==> config.mk <==
export PLATFORM = sky130hd
export DESIGN_NAME = exc_entry_ctrl
export DESIGN_NICKNAME = d
export VERILOG_FILES = /design/src/exc_sync2.v /design/src/exc_entry_ctrl.v
export VERILOG_INCLUDE_DIRS = /design/src
export SDC_FILE = /design/constraint.sdc
export NUM_CORES = 1
export LEC_CHECK = 0
export BUFFER_PORTS_ARGS = -buffer_cell sky130_fd_sc_hd__buf_2
export CORE_MARGIN = 2
export CORE_UTILIZATION = 47
export CTS_CLUSTER_SIZE = 20
export DETAILED_ROUTE_END_ITERATION = 10
export GPL_ROUTABILITY_DRIVEN = 0
export PLACE_DENSITY = 0.82
export SETUP_SLACK_MARGIN = 0.4
export SLEW_MARGIN = 20
export SYNTH_ARGS = -nofsm -noshare
export SYNTH_HDL_FRONTEND = slang
export SYNTH_SLANG_ARGS = --single-unit
==> constraint.sdc <==
create_clock -name clk_i -period 1.65 [get_ports clk_i]
set_input_delay 0.165 -clock clk_i [delete_from_list [all_inputs] [get_ports clk_i]]
set_output_delay 0.165 -clock clk_i [all_outputs]
set_load 0.01 [all_outputs]
==> src/exc_entry_regs.vh <==
// Constants for the exception entry control block.
// Function
// - Reset outranks every trap and interrupt source and cancels any pending one.
// - Reset exception processing starts as soon as the external reset pin is released; here only after the two-stage pin synchroniser and a count to 2.
// - A watchdog overflow resets the chip and then runs the same entry as a pin reset.
// - Executing the software trap instruction starts exception processing.
// - The trap number 0 to 3 from the instruction selects the trap vector address.
// - A software trap is taken at any time, whatever the global mask bit holds.
// - While the global mask bit is 1 all interrupts except the non-maskable line and address break are blocked.
// - Interrupt entry begins only when the current instruction or exception sequence has completed.
// - Among several outstanding requests the one of highest fixed priority is served first.
// - Vectors are two-byte entries at fixed addresses, trap zero at 0010 to 0011.
`ifndef EXC_ENTRY_REGS_VH
`define EXC_ENTRY_REGS_VH

// ----------------------------------------------------------------------
// Vector numbers
// ----------------------------------------------------------------------
`define VEC_RESET      5'h00
`define VEC_NMI        5'h07
`define VEC_TRAP0      5'h08
`define VEC_ABRK       5'h0c
`define VEC_MASK_BASE  5'h0d
`define VEC_W          5
`define ADDR_W         16
`define N_MASKABLE     13
`define TRAP_W         2
`define POST_RESET_CYC 2'h2
`define REL_CNT_W      2
`define REL_CNT_INIT   2'h0
`define REL_CNT_STEP   2'h1

// ----------------------------------------------------------------------
// Positions in the synchronised request word
// ----------------------------------------------------------------------
`define REQ_NMI        0
`define REQ_ABRK       1
`define REQ_MASK_LSB   2

`endif

==> src/exc_sync2.v <==
// Two flip-flop synchroniser for a bus of asynchronous inputs.
module exc_sync2 #(
    parameter W = 1
) (
    // Clock and reset.
    input  wire         clk_i,
    input  wire         rst_n_i,
    // Data.
    input  wire [W-1:0] d_i,
    input  wire [W-1:0] init_i,
    output reg  [W-1:0] q_o
);
    reg [W-1:0] stage1;

    // First stage is read only by the second stage.
    always @(posedge clk_i) begin
        if (!rst_n_i) begin
            stage1 <= {W{1'b0}};
            q_o    <= {W{1'b0}};
        end else begin
            stage1 <= d_i ^ init_i;
            q_o    <= stage1;
        end
    end
endmodule

==> src/exc_entry_ctrl.v <==
// Exception entry control: reset, software trap and interrupt arbitration.
`include "exc_entry_regs.vh"
module exc_entry_ctrl (
    // Clock and reset.
    input  wire                    clk_i,
    input  wire                    rst_n_i,
    // Reset sources.
    input  wire                    chip_init_pin_n_i,
    input  wire                    wdt_overflow_i,
    // Sequencer status.
    input  wire                    insn_boundary_i,
    input  wire                    software_trap_op_i,
    input  wire [`TRAP_W-1:0]      trap_num_i,
    input  wire                    global_mask_i,
    // Interrupt requests, level held until acknowledged.
    input  wire                    nmi_req_i,
    input  wire                    addr_break_req_i,
    input  wire [`N_MASKABLE-1:0]  maskable_req_i,
    // Requests to the sequencer.
    output reg                     chip_reset_o,
    output reg                     exc_start_o,
    output reg  [`VEC_W-1:0]       vec_num_o,
    output reg  [`ADDR_W-1:0]      vec_addr_o,
    output reg                     irq_ack_o,
    output wire                    exc_busy_o
);
    // ------------------------------------------------------------------
    // States
    // ------------------------------------------------------------------
    // ST_RESET holds the chip while the pin is low or just released,
    // ST_WDT holds it after a watchdog overflow, ST_RUN is normal program
    // execution and ST_EXC covers one exception entry sequence.
    localparam [3:0] ST_RESET = 4'h1;
    localparam [3:0] ST_RUN   = 4'h2;
    localparam [3:0] ST_EXC   = 4'h4;
    localparam [3:0] ST_WDT   = 4'h8;

    // ------------------------------------------------------------------
    // Internal signals
    // ------------------------------------------------------------------
    reg  [3:0]                state;
    reg  [3:0]                next_state;
    reg  [`REL_CNT_W-1:0]     rel_cnt;
    wire [`N_MASKABLE+1:0]    req_s;
    wire [`N_MASKABLE-1:0]    mask_open;
    wire                      reset_entry;
    wire                      wdt_restart;
    reg  [`VEC_W-1:0]         sel_vec;
    reg                       sel_hit;
    reg                       pin_s1;
    reg                       pin_s2;
    integer                   i;
    genvar                    g;

    // ------------------------------------------------------------------
    // Decoding helpers
    // ------------------------------------------------------------------
    // Vector number to address: two bytes per entry.
    function [`ADDR_W-1:0] vec_to_addr;
        input [`VEC_W-1:0] v;
        begin
            vec_to_addr = {{(`ADDR_W-`VEC_W-1){1'b0}}, v, 1'b0};
        end
    endfunction

    // Trap number to vector number: the four trap slots follow each other.
    function [`VEC_W-1:0] trap_vec;
        input [`TRAP_W-1:0] n;
        begin
            trap_vec = `VEC_TRAP0 + {{(`VEC_W-`TRAP_W){1'b0}}, n};
        end
    endfunction

    // ------------------------------------------------------------------
    // Input synchronisers
    // ------------------------------------------------------------------
    // Request lines come from pins and other clock domains, so each one
    // passes two flip-flops before the priority logic looks at it. The
    // price is two cycles of latency on every interrupt request.
    exc_sync2 #(.W(`N_MASKABLE+`REQ_MASK_LSB)) u_sync (
        .clk_i   (clk_i),
        .rst_n_i (rst_n_i),
        .d_i     ({maskable_req_i, addr_break_req_i, nmi_req_i}),
        .init_i  ({(`N_MASKABLE+`REQ_MASK_LSB){1'b0}}),
        .q_o     (req_s)
    );

    // Reset pin synchroniser, inverted to active high. It wakes up
    // asserted so that the chip stays held until the pin is seen high.
    always @(posedge clk_i) begin
        if (!rst_n_i) begin
            pin_s1 <= 1'b1;
            pin_s2 <= 1'b1;
        end else begin
            pin_s1 <= ~chip_init_pin_n_i;
            pin_s2 <= pin_s1;
        end
    end

    // ------------------------------------------------------------------
    // Interrupt selection
    // ------------------------------------------------------------------
    // Each maskable line is held back while the global mask bit is set.
    // The request stays raised at its source, so it is served at the
    // first boundary after the mask opens again.
    generate
        for (g = 0; g < `N_MASKABLE; g = g + 1) begin : g_gate
            assign mask_open[g] = req_s[g+`REQ_MASK_LSB] &
                                  ~global_mask_i;
        end
    endgenerate

    // Priority pick: non-maskable line first, then address break, then
    // maskable line 0 down to line 12. Later assignments win, so the
    // loop walks from the lowest priority upwards.
    always @* begin
        sel_vec = `VEC_RESET;
        sel_hit = 1'b0;
        for (i = `N_MASKABLE - 1; i >= 0; i = i - 1) begin
            if (mask_open[i]) begin
                sel_vec = `VEC_MASK_BASE + i[`VEC_W-1:0];
                sel_hit = 1'b1;
            end
        end
        if (req_s[`REQ_ABRK]) begin
            sel_vec = `VEC_ABRK;
            sel_hit = 1'b1;
        end
        if (req_s[`REQ_NMI]) begin
            sel_vec = `VEC_NMI;
            sel_hit = 1'b1;
        end
    end

    // ------------------------------------------------------------------
    // Sequencing
    // ------------------------------------------------------------------
    // A fresh watchdog overflow restarts the hold even while an earlier
    // one still holds the chip, so every overflow gets a full reset.
    assign wdt_restart = wdt_overflow_i && !pin_s2;
    // The reset vector is fetched when leaving either hold state.
    assign reset_entry = (state == ST_RESET) || (state == ST_WDT);

    // Next state. Reset sources are checked last so that they override
    // whatever the sequencing below has chosen.
    always @* begin
        next_state = state;
        case (state)
            ST_RESET: begin
                if (!pin_s2 && rel_cnt == `POST_RESET_CYC)
                    next_state = ST_EXC;
            end
            ST_WDT: begin
                if (rel_cnt == `POST_RESET_CYC)
                    next_state = ST_EXC;
            end
            ST_RUN: begin
                if (insn_boundary_i && (software_trap_op_i || sel_hit))
                    next_state = ST_EXC;
            end
            ST_EXC: begin
                if (insn_boundary_i)
                    next_state = ST_RUN;
            end
            default: next_state = ST_RESET;
        endcase
        if (pin_s2)
            next_state = ST_RESET;
        else if (wdt_overflow_i)
            next_state = ST_WDT;
    end

    // The sequencer sees the block busy outside normal execution, so it
    // knows that no new request can be taken until this drops.
    assign exc_busy_o = (state != ST_RUN);

    // ------------------------------------------------------------------
    // State and registered outputs
    // ------------------------------------------------------------------
    // State, release counter and the entry outputs. Vector outputs hold
    // their value until the next entry.
    always @(posedge clk_i) begin
        if (!rst_n_i) begin
            state        <= ST_RESET;
            rel_cnt      <= `REL_CNT_INIT;
            chip_reset_o <= 1'b1;
            exc_start_o  <= 1'b0;
            irq_ack_o    <= 1'b0;
            vec_num_o    <= `VEC_RESET;
            vec_addr_o   <= {`ADDR_W{1'b0}};
        end else begin
            state       <= next_state;
            exc_start_o <= 1'b0;
            irq_ack_o   <= 1'b0;
            // The release counter runs only once the hold source is gone;
            // any fresh reset request starts it from zero again.
            if (next_state == ST_RESET || next_state == ST_WDT) begin
                chip_reset_o <= 1'b1;
                if (state != next_state || pin_s2 || wdt_restart)
                    rel_cnt <= `REL_CNT_INIT;
                else if (rel_cnt != `POST_RESET_CYC)
                    rel_cnt <= rel_cnt + `REL_CNT_STEP;
            end else begin
                chip_reset_o <= 1'b0;
                rel_cnt      <= `REL_CNT_INIT;
            end
            // Entry: reset vector, then trap, then the picked interrupt.
            if (next_state == ST_EXC && state != ST_EXC) begin
                exc_start_o <= 1'b1;
                if (reset_entry) begin
                    vec_num_o  <= `VEC_RESET;
                    vec_addr_o <= vec_to_addr(`VEC_RESET);
                end else if (software_trap_op_i) begin
                    vec_num_o  <= trap_vec(trap_num_i);
                    vec_addr_o <= vec_to_addr(trap_vec(trap_num_i));
                end else begin
                    // The acknowledge lets the source drop its line.
                    vec_num_o  <= sel_vec;
                    vec_addr_o <= vec_to_addr(sel_vec);
                    irq_ack_o  <= 1'b1;
                end
            end
        end
    end
endmodule

==> impl_metrics.json, run 1 <==
{
  "die_h_um": 68.90,
  "synth_compound_area_frac": 0.1561,
  "final_nets": 301,
  "crit_path_max_incr_delay_ns": 0.40,
  "synth_top_family_by_area": "simple AND/OR/NAND/NOR gates",
  "setup_violations": 11,
  "status": "finished, violations left",
  "cts.sinks": 46,
  "finalPower_w": 0.002073,
  "core_area_um2": 4029,
  "cts_hold_buf": 0,
  "yosys.area_share.simple": 0.2358,
  "viasPerCell": 4.859,
  "fmax_mhz": 536.3,
  "critPathTopFamily": "compound AO/OA/AOI/OAI gates",
  "period_share": 1.130,
  "yosysUniqueCellTypes": 41,
  "drt_wl_total_um": 3806,
  "rsz0062_at_grt": "yes",
  "timing.final.ws_setup_ns": -0.2147,
  "synthXorXnorAreaFrac": 0.01327,
  "cts_made_buffers": 5,
  "synthAdderAreaFrac": 0.006321,
  "layout_min_cycle_time_ns": 1.865,
  "worstSetupPathType": "reg2reg",
  "setup_tns_ns": -1.533,
  "cts_root_buf": "clkbuf_8",
  "dr_wl_met3_um": 207,
  "utilization": 0.6214,
  "violations": "negative setup slack",
  "synthMuxAreaShare": 0.02528,
  "ios": 49,
  "met1_length_um": 1704,
  "ys_seq_area_frac": 0.4652,
  "hold_path_class": "in2reg",
  "p_leak_nw": 1.135,
  "syn_avg_cell_area_um2": 9.122,
  "fp.dieW_um": 68.90,
  "n_antenna_cell": 0,
  "peakVddDrop_mv": 0.7991,
  "initial_core_util": 0.4913,
  "path_buf_inv": 1,
  "hold_violations": 0,
  "vias": 1589,
  "synth_ff_type": "dfxtp_1",
  "maxUsedRoutingLayer": "met4",
  "cap_violations": 0,
  "postSynthCellCount": 217,
  "grt_pass1_vias": 1370,
  "htree_levels": 2,
  "async_flop_share": 0,
  "synth-seq-cells": 46,
  "finalMaxSlewViolations": 0,
  "cts_tree": "done",
  "io_buffers": 37,
  "dr.first_iter.drc_count": 83,
  "area_growth_pct": 26.49,
  "drive_above_1_share": 0.3357,
  "multi_input_area_um2": 964.7,
  "grt_pass1_wl_um": 5996,
  "crit_path_start_kind": "flip-flop",
  "reg2reg_depth": 6,
  "die-area_um2": 4747,
  "p_per_area_nw_per_um2": 827.9,
  "cts_max_path_buffers": 2,
  "drtPass1Iterations": 4,
  "grt_max_degree": 42,
  "layout.area.seq_um2": 925.9,
  "overflow": 0,
  "fin_worst_skew_ns": 0.007381,
  "drc": 0,
  "n_fill_cell": 346,
  "ant_nets": 0,
  "clock_latency_ns": 0.30,
  "final_cell_mix": "dfxtp_1, buf_2, and2_1",
  "min_path_cells": 2,
  "synth_warnings": 0,
  "layout_commonest_cell": "dfxtp_1",
  "dr_wl_met2_um": 1831,
  "crit_required_ns": 1.85,
  "cp.arrival_ns": 2.07,
  "drt-wirelength-per-cell_um": 11.64,
  "synthesis.area_um2": 1979,
  "hold_ws_ns": 0.01802,
  "dp_hpwl_um": 2666,
  "grt_antenna_before_repair": 0,
  "cp_cell_sequence": "or3_4 > a2111oi_4 > a211oi_2 > o2111ai_4 > buf_4 > nor2_1",
  "cp_slowest_cell": "or3_4",
  "path_clk_slew_ns": 0.09,
  "track_usage": 0.1713,
  "cp_num_cells": 6,
  "synth_edf_count": 0,
  "end_kind": "flip-flop",
  "cp_max_fo": 7,
  "rows": 23
}
## Yosys cell counts, types with 2 or more instances
cell	instances	share of area
dfxtp_1	46	0.47
and2_1	30	0.095
nor2_1	17	0.032
buf_4	16	0.061
o21ai_0	13	0.033
nand2_1	12	0.023
a21oi_1	10	0.025
inv_1	10	0.019
nor3_1	7	0.018
clkbuf_1	6	0.011
mux2i_1	5	0.025
nor2b_1	5	0.016
nand3_1	4	0.010
buf_2	2	0.0051
nand3b_1	2	0.0076
nor3b_1	2	0.0076
nor4_1	2	0.0063
o211ai_1	2	0.0076
o21bai_1	2	0.0076
o311ai_0	2	0.0089
xor2_1	2	0.0089
## registers in the layout (all words and copies together), names as in the netlist
register	cells
chip_reset_o	1
exc_start_o	1
irq_ack_o	1
pin_s1	1
pin_s2	1
rel_cnt	2
state	4
u_sync.q_o	15
u_sync.stage1	15
vec_addr_o	5
## area by class of cell
type	instances	share of cell area
clock buffers	5	0.02749
repair buffers	66	0.1649
flip-flops and latches	46	0.3698
inverters	10	0.01599
multi-input cells	147	0.3853
well taps	50	0.02499
clock inverters	3	0.01149
## through the flow
stage | instance area [um^2] | setup WS [ns] | instances
finish | 2504 | -0.2147 | 327
global route | 2504 | -0.3192 | 327
CTS | 2456 | -0.2062 | 325
detailed placement | 2306 | -0.2105 | 315
global placement | 2306 | -0.1584 | 315
floorplan | 2023 | -0.1399 | 227
## final timing paths
kind	start	endpoint	slack [ns]
max	u_sync.q_o[2]$_SDFF_PN0_	exc_start_o$_SDFF_PN0_	-0.21
min	chip_init_pin_n_i	pin_s1$_SDFF_PN1_	0.02
max reg2reg	u_sync.q_o[2]$_SDFF_PN0_	exc_start_o$_SDFF_PN0_	-0.21
min reg2reg	pin_s1$_SDFF_PN1_	pin_s2$_SDFF_PN1_	0.41
## report_power, final
part | switching, W | internal, W
logic | 0.0000927 | 0.0000973
clock network | 0.000400 | 0.000316
registers | 0.0000192 | 0.00115
## repair_timing
action | 4_1_cts | 5_1_grt
pin swaps | 4 | 2
setup buffers | 2 | 2
endpoints found under the setup margin | 15 | 15
resized for setup | 11 | 8
## layer usage
| metal | global-route usage | vias up |
|---|---|---|
| met5 | 0 | - |
| met3 | 0.05357 | 8 |
| met1 | 0.2093 | 703 |
| met4 | 0.05147 | 0 |
| met2 | 0.2885 | 50 |
| li1 | - | 828 |
## cells by family (layout without fill, tap and decap cells)
family	Yosys count	count (layout)
and+or+nand+nor	86	86
AOI/OAI and AO/OA	41	41
xor gates and xnor gates	3	3
adders and majority gates	1	1
other	1	11
buffers and inverters	34	84
DFF	46	46
muxes	5	5
Note: power is estimated with default switching activity, not from simulation.
==> run 2, diff against run 1 <==
--- a/config.mk
+++ b/config.mk
@@ -7,12 +7,14 @@
 export NUM_CORES = 1
 export LEC_CHECK = 0
 export BUFFER_PORTS_ARGS = -buffer_cell sky130_fd_sc_hd__buf_2
+export CELL_PAD_IN_SITES_DETAIL_PLACEMENT = 0
+export CELL_PAD_IN_SITES_GLOBAL_PLACEMENT = 1
 export CORE_MARGIN = 2
-export CORE_UTILIZATION = 47
+export CORE_UTILIZATION = 35
 export CTS_CLUSTER_SIZE = 20
 export DETAILED_ROUTE_END_ITERATION = 10
 export GPL_ROUTABILITY_DRIVEN = 0
-export PLACE_DENSITY = 0.82
+export PLACE_DENSITY = 0.81
 export SETUP_SLACK_MARGIN = 0.4
 export SLEW_MARGIN = 20
 export SYNTH_ARGS = -nofsm -noshare
==> impl_metrics.json, run 2 (same netlist as run 1, synthesis figures left out) <==
{
  "rsz0062_at_grt": "yes",
  "setup_violations": 11,
  "drt_wl_total_um": 4028,
  "area_growth_pct": 29.46,
  "drt-wirelength-per-cell_um": 11.57,
  "initial_core_util": 0.3617,
  "timing.final.ws_setup_ns": -0.2489,
  "end_kind": "flip-flop",
  "crit_required_ns": 1.87,
  "cp_cell_sequence": "or3_4 > a2111oi_4 > a211oi_2 > o2111ai_4 > mux2i_1",
  "rows": 27,
  "die_h_um": 79.20,
  "fmax_mhz": 526.6,
  "track_usage": 0.1385,
  "io_buffers": 37,
  "dp_hpwl_um": 2855,
  "p_leak_nw": 1.127,
  "dr.first_iter.drc_count": 93,
  "ios": 49,
  "die-area_um2": 6273,
  "cts_root_buf": "clkbuf_8",
  "core_area_um2": 5473,
  "path_clk_slew_ns": 0.09,
  "cts_tree": "done",
  "cp_slowest_cell": "or3_4",
  "fp.dieW_um": 79.20,
  "cts_max_path_buffers": 2,
  "p_per_area_nw_per_um2": 810.1,
  "viasPerCell": 4.526,
  "worstSetupPathType": "reg2reg",
  "grt_pass1_vias": 1478,
  "layout_min_cycle_time_ns": 1.899,
  "layout_commonest_cell": "dfxtp_1",
  "drc": 0,
  "n_fill_cell": 529,
  "n_antenna_cell": 0,
  "largestRegisters": "u_sync.q_o: 15 flops, u_sync.stage1: 15 flops, vec_addr_o: 5 flops",
  "clock_latency_ns": 0.30,
  "grt_pass1_wl_um": 6789,
  "peakVddDrop_mv": 0.3596,
  "final_cell_mix": "dfxtp_1, buf_2, and2_1",
  "critPathTopFamily": "compound AO/OA/AOI/OAI gates",
  "hold_path_class": "in2reg",
  "crit_path_start_kind": "flip-flop",
  "violations": "negative setup slack",
  "cp.arrival_ns": 2.12,
  "finalMaxSlewViolations": 0,
  "status": "finished, violations left",
  "final_nets": 300,
  "crit_path_max_incr_delay_ns": 0.40,
  "grt_max_degree": 42,
  "htree_levels": 2,
  "hold_violations": 0,
  "cp_max_fo": 7,
  "period_share": 1.151,
  "cts.sinks": 46,
  "dpl_worst_slack_ns": -0.2496,
  "vias": 1575,
  "cts_made_buffers": 5,
  "overflow": 0,
  "cap_violations": 0,
  "fin_worst_skew_ns": 0.007774,
  "path_buf_inv": 0,
  "finalPower_w": 0.002076,
  "drtPass1Iterations": 4,
  "ant_nets": 0,
  "grt_antenna_before_repair": 0,
  "drive_above_1_share": 0.3551
}
-- run 2: cell types whose count changed in the layout (fill, tap and decap cells not counted), sizes merged --
cell,previous run,this run
buf,66,65
clkbuf,5,7
clkinv,1,0
inv,12,11
-- run 2: worst paths after layout --
path / start / end / slack [ns] / cells after the start
setup / recovery: u_sync.q_o[2]$_SDFF_PN0_ / vec_addr_o[3]$_SDFFE_PN0P_ / -0.25 / 5
hold / removal: chip_init_pin_n_i / pin_s1$_SDFF_PN1_ / 0.02 / 2
setup reg to reg: u_sync.q_o[2]$_SDFF_PN0_ / vec_addr_o[3]$_SDFFE_PN0P_ / -0.25 / 5
hold reg to reg: pin_s1$_SDFF_PN1_ / pin_s2$_SDFF_PN1_ / 0.42 / 1
-- run 2: routing by layer --
layer | vias to the layer above | track usage | part of all wire
met4 | 0 | 0.08103 | 0.027
met2 | 50 | 0.2110 | 0.45
met1 | 691 | 0.1779 | 0.47
met3 | 11 | 0.03295 | 0.059
li1 | 823 | - | -
met5 | - | 0 | 0
-- run 2: power breakdown --
part	total [W]	internal, W	switching [W]
clock network	0.000724	0.000346	0.000377
registers	0.00116	0.00115	0.0000187
logic	0.000188	0.0000954	0.0000927
-- run 2: repair_timing --
action	4_1_cts	5_1_grt
hold buffers	0	0
pin swaps	4	4
buffers inserted	1	0
gates resized for setup	19	12
setup endpoints to repair	15	15
-- run 2: layout make-up --
cell class | count | area, um^2 | share of cell area
clock buffers | 7 | 86.33 | 0.03369
clock inverters | 1 | 8.758 | 0.003418
inverters | 10 | 40.04 | 0.01562
multi-input cells | 147 | 998.5 | 0.3896
flip-flops and latches | 46 | 929.6 | 0.3628
well taps | 72 | 90.09 | 0.03516
repair buffers | 65 | 409.1 | 0.1597
-- run 2: through the flow --
step | util | cells | hold slack, ns | area, um^2 | TNS [ns]
2_1_floorplan | - | 227 | 0.2350 | 2023 | -0.8430
3_3_place_gp | 0.4291 | 339 | 0.3421 | 2349 | -1.396
3_5_place_dp | 0.4291 | 339 | 0.3361 | 2349 | -1.761
4_1_cts | 0.4616 | 348 | 0.004000 | 2526 | -1.894
5_1_grt | 0.4682 | 348 | 0.005730 | 2562 | -3.066
6_report | 0.4682 | 348 | 0.01525 | 2562 | -1.814
